--- src/swpr_pkg.sv ---
package swpr_pkg;
  // ==========================================================
  // data memory map
  localparam logic [6:0] SWPR_ADDR_PORT = 7'h71;
  localparam int SWPR_PORT_W = 4;
  localparam int SWPR_PIN_W = 3;
  // ==========================================================
  // operand and pin positions
  localparam int SWPR_WAKE_SEL_BIT = 0;
  localparam int SWPR_PAUSE_PIN = 0;
  localparam int SWPR_STOP_PIN = 1;
  // ==========================================================
  // reset values
  localparam logic SWPR_OUT_MODE_RST = 1'b0;
  localparam logic [3:0] SWPR_LATCH_RST = 4'h7;
  // ==========================================================
  // timing: oscillator pulses counted before operation
  localparam int SWPR_SETTLE_PULSES = 8;
  localparam int SWPR_SETTLE_W = 4;
  // ==========================================================
  // types
  typedef enum logic [1:0] {
    SWPR_OP_MOVE,
    SWPR_OP_AND,
    SWPR_OP_OR,
    SWPR_OP_XOR
  } swpr_op_e;
  typedef enum logic [1:0] {
    SWPR_ST_RUN,
    SWPR_ST_PAUSE,
    SWPR_ST_DEEP,
    SWPR_ST_SETTLE
  } swpr_state_e;
endpackage : swpr_pkg

--- src/swpr_settle_if.sv ---
`timescale 1ns/100ps
interface swpr_settle_if;
  logic clear;
  logic done;
  modport ctrl (output clear, input done);
  modport timer (input clear, output done);
endinterface : swpr_settle_if

--- src/swpr_settle.sv ---
`timescale 1ns/100ps
module swpr_settle #(
  parameter int PULSES = swpr_pkg::SWPR_SETTLE_PULSES
) (
  input wire logic i_clock,
  input wire logic i_reset,
  swpr_settle_if.timer settle
);
  import swpr_pkg::*;

  // ==========================================================
  // settle counter
  logic [SWPR_SETTLE_W-1:0] count_r;
  logic [SWPR_SETTLE_W-1:0] count_nxt;
  wire at_end = (count_r == SWPR_SETTLE_W'(PULSES));

  assign count_nxt = (settle.clear) ? '0 :
                     (at_end) ? count_r : count_r + 1'b1;
  assign settle.done = at_end;

  always_ff @(posedge i_clock) begin
    if (i_reset) begin
      count_r <= '0;
    end else begin
      count_r <= count_nxt; // RULE18
    end
  end

  AST_SETTLE_COUNT: assert property (@(posedge i_clock) // RULE18
    disable iff (i_reset)
    settle.clear ##1 !settle.clear [*8] |=> settle.done)
    else $error("settle wait did not end after eight pulses");
endmodule : swpr_settle

--- src/swpr_standby.sv ---
// What this block does
// RULE1 - port reads return current pin levels, also in output mode
// RULE2 - bit and logic ops on the port combine pin levels, write every bit
// RULE3 - software should change port outputs with a full move
// RULE4 - software keeps input pin bits at one so pins float high
// RULE5 - pause mode freezes program counter, clock keeps running
// RULE6 - pause wake by pin skips settling, resumes at next instruction
// RULE7 - reset during pause gives normal reset, fetch from address zero
// RULE8 - deep stop halts oscillator and retains data at low supply
// RULE9 - deep stop wake by pin resumes at next instruction
// RULE10 - reset during deep stop gives normal reset from address zero
// RULE11 - pause operand upper bits zero; bit zero selects release
// RULE12 - pause with bit zero clear enters always; only reset releases
// RULE13 - pause with bit zero set and pin low enters; pin or reset wake
// RULE14 - pause with bit zero set and pin high is a no-operation
// RULE15 - wake pins sampled on the clock, high detected on any clock
// RULE16 - stop with bit zero clear resets peripherals, only reset wakes
// RULE17 - stop with bit zero set: pin high no-op, else stop till wake
// RULE18 - after reset or stop pin wake wait eight pulses before running
// RULE19 - unconditional stop clears status word, inputs mode, keeps latch
`timescale 1ns/100ps
module swpr_standby #(
  parameter int SETTLE_PULSES = swpr_pkg::SWPR_SETTLE_PULSES
) (
  input wire logic i_clock,
  input wire logic i_reset,
  input wire logic [6:0] i_mem_addr,
  input wire logic i_mem_rd,
  input wire logic i_mem_wr,
  input wire swpr_pkg::swpr_op_e i_mem_op,
  input wire logic [3:0] i_mem_wdata,
  output logic [3:0] o_mem_rdata,
  input wire logic i_pause_req,
  input wire logic i_stop_req,
  input wire logic [3:0] i_standby_operand,
  input wire logic [2:0] i_pin_level,
  output logic [2:0] o_pin_out,
  output logic [2:0] o_pin_oe,
  output logic o_pc_freeze,
  output logic o_core_reset,
  output logic o_resume_next,
  output logic o_no_operation,
  output logic o_osc_enable,
  output logic o_retention,
  output logic o_periph_reset,
  output logic o_psw_clear
);
  import swpr_pkg::*;

  // ==========================================================
  // pin synchroniser
  logic [2:0] pin_meta_r;
  logic [2:0] pin_sync_r;

  always_ff @(posedge i_clock) begin
    pin_meta_r <= i_pin_level;
    pin_sync_r <= pin_meta_r; // RULE15
  end

  wire pause_wake_pin = pin_sync_r[SWPR_PAUSE_PIN];
  wire stop_wake_pin = pin_sync_r[SWPR_STOP_PIN];

  // ==========================================================
  // open-drain port latch and mode
  logic [3:0] latch_r = SWPR_LATCH_RST;
  logic [3:0] latch_nxt;
  logic out_mode_r;
  logic [3:0] rdata_r;
  logic [3:0] pin_word;
  logic [3:0] op_result;
  wire port_hit = (i_mem_addr == SWPR_ADDR_PORT);
  wire port_wr = i_mem_wr && port_hit;
  wire port_rd = i_mem_rd && port_hit;

  function automatic logic [3:0] port_alu(
    input swpr_op_e op,
    input logic [3:0] pins,
    input logic [3:0] imm
  );
    case (op)
      SWPR_OP_AND: port_alu = pins & imm;
      SWPR_OP_OR: port_alu = pins | imm;
      SWPR_OP_XOR: port_alu = pins ^ imm;
      default: port_alu = imm;
    endcase
  endfunction : port_alu

  // highest bit is not implemented and always reads zero
  assign pin_word = {1'b0, pin_sync_r};
  assign op_result = port_alu(i_mem_op, pin_word, i_mem_wdata); // RULE2
  assign latch_nxt = {1'b0, op_result[2:0]};

  // ==========================================================
  // standby sequencer
  swpr_state_e state_r;
  swpr_state_e state_nxt;
  logic from_reset_r;
  logic from_reset_nxt;
  logic resume_r;
  logic nop_r;
  logic stop_all_r;
  logic resume_nxt;
  logic nop_nxt;
  logic stop_all_nxt;
  swpr_settle_if settle_bus ();

  wire wake_sel = i_standby_operand[SWPR_WAKE_SEL_BIT];
  wire in_run = (state_r == SWPR_ST_RUN);
  wire pause_nop = i_pause_req && wake_sel && pause_wake_pin;
  wire stop_nop = i_stop_req && wake_sel && stop_wake_pin;
  wire pause_enter = i_pause_req && !pause_nop;
  wire stop_enter = i_stop_req && !stop_nop;
  wire pause_wake = (state_r == SWPR_ST_PAUSE) && from_reset_r
                    && pause_wake_pin;
  wire stop_wake = (state_r == SWPR_ST_DEEP) && from_reset_r
                   && stop_wake_pin;

  // from_reset_r doubles as the pin release enable in standby states
  always_comb begin
    state_nxt = state_r;
    from_reset_nxt = from_reset_r;
    resume_nxt = 1'b0;
    nop_nxt = 1'b0;
    stop_all_nxt = 1'b0;
    case (state_r)
      SWPR_ST_RUN: begin
        if (pause_nop || stop_nop) begin
          nop_nxt = 1'b1; // RULE14 RULE17
        end else if (pause_enter) begin
          state_nxt = SWPR_ST_PAUSE; // RULE12 RULE13
          from_reset_nxt = wake_sel;
        end else if (stop_enter) begin
          state_nxt = SWPR_ST_DEEP; // RULE17
          from_reset_nxt = wake_sel;
          stop_all_nxt = !wake_sel; // RULE16
        end
      end
      SWPR_ST_PAUSE: begin
        if (pause_wake) begin
          state_nxt = SWPR_ST_RUN; // RULE6
          resume_nxt = 1'b1;
        end
      end
      SWPR_ST_DEEP: begin
        if (stop_wake) begin
          state_nxt = SWPR_ST_SETTLE; // RULE9
          from_reset_nxt = 1'b0;
        end
      end
      SWPR_ST_SETTLE: begin
        if (settle_bus.done) begin
          state_nxt = SWPR_ST_RUN; // RULE18
          resume_nxt = !from_reset_r;
          from_reset_nxt = 1'b0;
        end
      end
      default: begin
        state_nxt = SWPR_ST_SETTLE;
        from_reset_nxt = 1'b1;
      end
    endcase
  end

  always_ff @(posedge i_clock) begin
    if (i_reset) begin
      state_r <= SWPR_ST_SETTLE; // RULE7 RULE10
      from_reset_r <= 1'b1;
      resume_r <= 1'b0;
      nop_r <= 1'b0;
      stop_all_r <= 1'b0;
    end else begin
      state_r <= state_nxt;
      from_reset_r <= from_reset_nxt;
      resume_r <= resume_nxt;
      nop_r <= nop_nxt;
      stop_all_r <= stop_all_nxt;
    end
  end

  // ==========================================================
  // port register process
  always_ff @(posedge i_clock) begin
    if (i_reset) begin
      out_mode_r <= SWPR_OUT_MODE_RST;
      rdata_r <= 4'h0;
    end else begin
      if (stop_all_nxt) begin
        out_mode_r <= SWPR_OUT_MODE_RST; // RULE19
      end else if (port_wr && in_run) begin
        out_mode_r <= 1'b1;
      end
      rdata_r <= (port_rd) ? pin_word : 4'h0; // RULE1
    end
  end

  // latch keeps its value through reset and unconditional stop
  always_ff @(posedge i_clock) begin
    if (port_wr && in_run && !stop_all_nxt) begin
      latch_r <= latch_nxt; // RULE2
    end
  end

  // ==========================================================
  // settle timer
  assign settle_bus.clear = (state_r != SWPR_ST_SETTLE) || i_reset;

  swpr_settle #(
    .PULSES(SETTLE_PULSES)
  ) u_settle (
    .i_clock(i_clock),
    .i_reset(i_reset),
    .settle(settle_bus)
  );

  // ==========================================================
  // outputs
  assign o_mem_rdata = rdata_r;
  assign o_pin_out = 3'h0;
  assign o_pin_oe = {3{out_mode_r}} & ~latch_r[2:0];
  assign o_pc_freeze = !in_run; // RULE5
  assign o_core_reset = i_reset
                        || ((state_r == SWPR_ST_SETTLE) && from_reset_r);
  assign o_resume_next = resume_r;
  assign o_no_operation = nop_r;
  assign o_osc_enable = (state_r != SWPR_ST_DEEP); // RULE8
  assign o_retention = (state_r == SWPR_ST_DEEP); // RULE8
  assign o_periph_reset = stop_all_r; // RULE16
  assign o_psw_clear = stop_all_r; // RULE19

  // ==========================================================
  // assertions
  AST_READ_PINS: assert property (@(posedge i_clock) // RULE1
    disable iff (i_reset)
    port_rd |=> o_mem_rdata == {1'b0, $past(pin_sync_r)})
    else $error("port read did not return pin levels");

  AST_RMW_FROM_PINS: assert property (@(posedge i_clock) // RULE2
    disable iff (i_reset)
    port_wr && in_run && i_mem_op == SWPR_OP_AND
    |=> latch_r == {1'b0, $past(pin_sync_r) & $past(i_mem_wdata[2:0])})
    else $error("logic op did not use pin levels");

  AST_PAUSE_CLOCK: assert property (@(posedge i_clock) // RULE5
    disable iff (i_reset)
    state_r == SWPR_ST_PAUSE |-> o_pc_freeze && o_osc_enable)
    else $error("pause mode must freeze pc with clock running");

  AST_PAUSE_PIN_WAKE: assert property (@(posedge i_clock) // RULE6
    disable iff (i_reset)
    pause_wake |=> o_resume_next && !o_pc_freeze && !o_core_reset)
    else $error("pause pin wake did not resume at once");

  AST_RESET_RESTART: assert property (@(posedge i_clock) // RULE7
    i_reset |=> o_core_reset && o_pc_freeze && !o_resume_next)
    else $error("reset did not restart from address zero");

  AST_DEEP_OSC: assert property (@(posedge i_clock) // RULE8
    disable iff (i_reset)
    state_r == SWPR_ST_DEEP |-> !o_osc_enable && o_retention)
    else $error("deep stop must halt the oscillator");

  AST_STOP_WAKE_SETTLE: assert property (@(posedge i_clock) // RULE18
    disable iff (i_reset)
    stop_wake |=> !o_resume_next [*8] ##[1:3] o_resume_next)
    else $error("stop pin wake did not settle then resume");

  AST_PAUSE_RESET_ONLY: assert property (@(posedge i_clock) // RULE12
    disable iff (i_reset)
    in_run && pause_enter && !wake_sel |=> state_r == SWPR_ST_PAUSE
    ##1 state_r == SWPR_ST_PAUSE)
    else $error("unconditional pause released without reset");

  AST_PAUSE_NOP: assert property (@(posedge i_clock) // RULE14
    disable iff (i_reset)
    in_run && pause_nop |=> o_no_operation && !o_pc_freeze)
    else $error("pause with high pin must be a no-operation");

  AST_STOP_ALL: assert property (@(posedge i_clock) // RULE16 RULE19
    disable iff (i_reset)
    in_run && stop_enter && !wake_sel
    |=> o_periph_reset && o_psw_clear && !out_mode_r && o_retention)
    else $error("unconditional stop did not clear state");

  AST_STOP_NOP: assert property (@(posedge i_clock) // RULE17
    disable iff (i_reset)
    in_run && stop_nop |=> o_no_operation && o_osc_enable)
    else $error("stop with high pin must be a no-operation");

  COV_PAUSE_WAKE: cover property (@(posedge i_clock) disable iff (i_reset)
    pause_wake ##1 o_resume_next);
  COV_STOP_WAKE: cover property (@(posedge i_clock) disable iff (i_reset)
    stop_wake ##[9:12] o_resume_next);
  COV_STOP_ALL: cover property (@(posedge i_clock) disable iff (i_reset)
    o_periph_reset);
  COV_PORT_RMW: cover property (@(posedge i_clock) disable iff (i_reset)
    port_wr && in_run && i_mem_op != SWPR_OP_MOVE);
endmodule : swpr_standby

--- config.mk ---
export PLATFORM = sky130hd
export DESIGN_NAME = swpr_standby
export DESIGN_NICKNAME = d
export VERILOG_FILES = /design/src/swpr_pkg.sv /design/src/swpr_settle_if.sv /design/src/swpr_settle.sv /design/src/swpr_standby.sv
export SDC_FILE = /design/constraint.sdc
export NUM_CORES = 1
export LEC_CHECK = 0
export BUFFER_PORTS_ARGS = -buffer_cell sky130_fd_sc_hd__buf_4
export CAP_MARGIN = 20
export CORE_ASPECT_RATIO = 1.4
export CORE_UTILIZATION = 40
export DETAILED_ROUTE_END_ITERATION = 8
export PLACE_DENSITY = 0.67
export SYNTH_ARGS = -nofsm -noshare
export SYNTH_HDL_FRONTEND = slang
export SYNTH_SLANG_ARGS = --single-unit
export TNS_END_PERCENT = 20
--- constraint.sdc ---
create_clock -name i_clock -period 1.75 [get_ports i_clock]
set_input_delay 0.35 -clock i_clock [delete_from_list [all_inputs] [get_ports i_clock]]
set_output_delay 0.35 -clock i_clock [all_outputs]
set_load 0.03 [all_outputs]
==> flow_summary.yaml <==
clock_network:
  cts_setup_buffers: 0
  cts_tree: "done"
  cts_buffers: 3
  insertion_delay_ns: 0.31
  cts.hold.buffers_added: 0
  clkTransAtPathRegs_ns: 0.13
  root_buffer: "clkbuf_4"
  ctsHtreeMaxLevel: 1
  cts_sinks: 23
  cts_buffer_depth: 2
routing:
  wire_per_inst_um: 11.2
  drcViolationCount: 0
  first_pass_iters: 2
  via_count: 903
  final_antenna_net_count: 0
  wl_mm: 2.10
  via_per_inst: 4.80
  drt_iter0_drc: 17
sta:
  slew_viol_final: 0
  finalHoldViolations: 0
  finClkSkew_ns: 0.00688
  finalSetupViolCount: 0
  period_needed_ns: 1.56
  max_freq_mhz: 642
  hold_ws_ns: 0.140
  finalCritPeriodShare: 0.890
  rsz0062_at_grt: "false"
  finalSetupTns_ns: 0
synth:
  synthesis.instances: 117
  yosysTopAreaCellShare: 0.344
  yosys_warnings: 0
  synth_seq_cells: 23
  yosysSeqAreaShare: 0.422
  ys.flop_type: "dfxtp_1"
  synthMostInstantiatedCell: "dfxtp_1"
  synth_top_area_cell: "dfxtp_1"
  synth-edff-count: 3
  synthArstFlopShare: 0
  netlist_area_um2: 1160
  synth_cell_types: 35
  yosys-top-cells-count: "dfxtp_1, inv_1, nor2_1"
  synth.avg_cell_area_um2: 9.93
  ys_top_cells_by_area: "dfxtp_1, ha_1, edfxtp_1"
global_route:
  grt_pass1_wl_mm: 3.24
  grt_use_total: 0.146
  antenna_found_initial: 0
  grt_pass1_vias: 791
  grt_max_degree: 15
  grt_overflow: 0
floorplan:
  die-area_um2: 3130
  die_h_um: 65.8
  core_um2: 2700
  start_util: 0.431
  ios: 44
  rows: 22
  die_w_um: 47.6
layout:
  area_delta_synth_final_pct: 26.7
  finish.net_count: 187
  layout-drive-gt1-share: 0.342
  fillers: 259
  diodes: 0
worst_setup_path:
  critical_path_class: "flop to output pin"
  critPathRequiredTime_ns: 1.40
  cp-end-kind: "output pin"
  critPathLaunchType: "flop"
  crit_fanout: 14
  worstPathArrival_ns: 1.21
status:
  status: "complete, no violations"
power:
  ir_drop_mv: 0.415
  power.leakage_nw: 0.647
  powerDensity_nw_per_um2: 637
placement:
  gp_congestion: 0.732
  dp_hpwl_mm: 1.61
  place.port_buffers: 35
worst_hold_path:
  worstHoldPathType: "input pin to flop"
flow_run:
  cap_violations: 0
layer usage:
metal / routed length, µm / GRT usage / up-vias / share of wire
met4: 39 / 0.0833 / 0 / 0.019
met5: 0 / 0 / - / 0
met2: 1150 / 0.259 / 25 / 0.55
li1: - / - / 458 / -
met3: 94 / 0.0246 / 4 / 0.045
met1: 813 / 0.150 / 416 / 0.39
what timing repair did:
item | in CTS | in global routing
gates resized for setup | 0 | 2
hold endpoints to repair | 0 | 0
endpoints found under the setup margin | 0 | 4
sequential cells by signal, summed over array words and instances, names as in the netlist:
name and flops:
u_settle.count_r 4, latch_r 3, o_mem_rdata 3, pin_meta_r 3, pin_sync_r 3, state_r 2, from_reset_r 1, o_no_operation 1
o_periph_reset 1, o_resume_next 1, out_mode_r 1
through the flow:
step	setup slack, ns	total power, mW	instance area, µm²	utilization	instances
finish	0.192	0.937	1470	0.546	188
global route	0.107	0.988	1470	0.546	188
CTS	0.0163	0.949	1470	0.545	188
detailed placement	0.0769	0.706	1440	0.535	184
global placement	0.149	0.699	1440	0.535	184
floorplan	0.211	0.650	1180	-	120
layout make-up:
type / instances / area, µm² / area share
clock buffers: 3 / 22.5 / 0.0153
clock inverters: 1 / 5.00 / 0.00340
inverters: 14 / 52.6 / 0.0357
multi-input cells: 74 / 577 / 0.392
flip-flops and latches: 23 / 493 / 0.335
well taps: 36 / 45.0 / 0.0306
repair buffers: 37 / 278 / 0.189
final timing paths:
kind | slack (ns) | endpoint | from | cells after the start
worst max-delay path | 0.19 | o_osc_enable | state_r[1] | 3
worst min-delay path | 0.14 | pin_meta_r[1] | i_pin_level[1] | 1
worst max register to register | 0.32 | state_r[1] | u_settle.count_r[0] | 6
worst min register to register | 0.34 | pin_sync_r[1] | pin_meta_r[1] | 0
cells in the final DEF, fill, tap and decap left out, types with 4 or more instances in the layout:
| cell | netlist | final |
|---|---|---|
| buf_4 | 5 | 37 |
| dfxtp_1 | 20 | 18 |
| inv_1 | 14 | 14 |
| nor2_1 | 9 | 9 |
| ha_1 | 8 | 8 |
| nand3_1 | 6 | 6 |
| nand2_1 | 6 | 6 |
| o21ai_0 | 4 | 4 |
| conb_1 | 1 | 4 |
where the power goes:
part	switching (mW)	internal (mW)	leakage, nW
clock network	0.158	0.0853	0.0177
logic	0.0626	0.0703	0.439
registers	0.0104	0.550	0.190
total	0.231	0.706	0.647
worst max-delay path, stage by stage, from the launching register on:
cell and delay, ns:
dfxtp_2 0.50, nor2b_2 0.20, inv_1 0.04, buf_4 0.16
kinds of logic (layout without fill, tap and decap cells):
| family | Yosys count | after routing | synth area share |
|---|---|---|---|
| multiplexers | 4 | 4 | 0.0667 |
| adder cells (fa/ha/maj) | 8 | 8 | 0.0861 |
| flip-flops | 23 | 23 | 0.422 |
| buffers and inverters | 23 | 55 | 0.0936 |
| XOR/XNOR | 3 | 3 | 0.0226 |
| AO/OA/AOI/OAI | 14 | 14 | 0.0990 |
| other | 1 | 4 | 0.00323 |
| AND/OR/NAND/NOR | 41 | 41 | 0.207 |
Note: power is estimated with default switching activity, not from simulation.
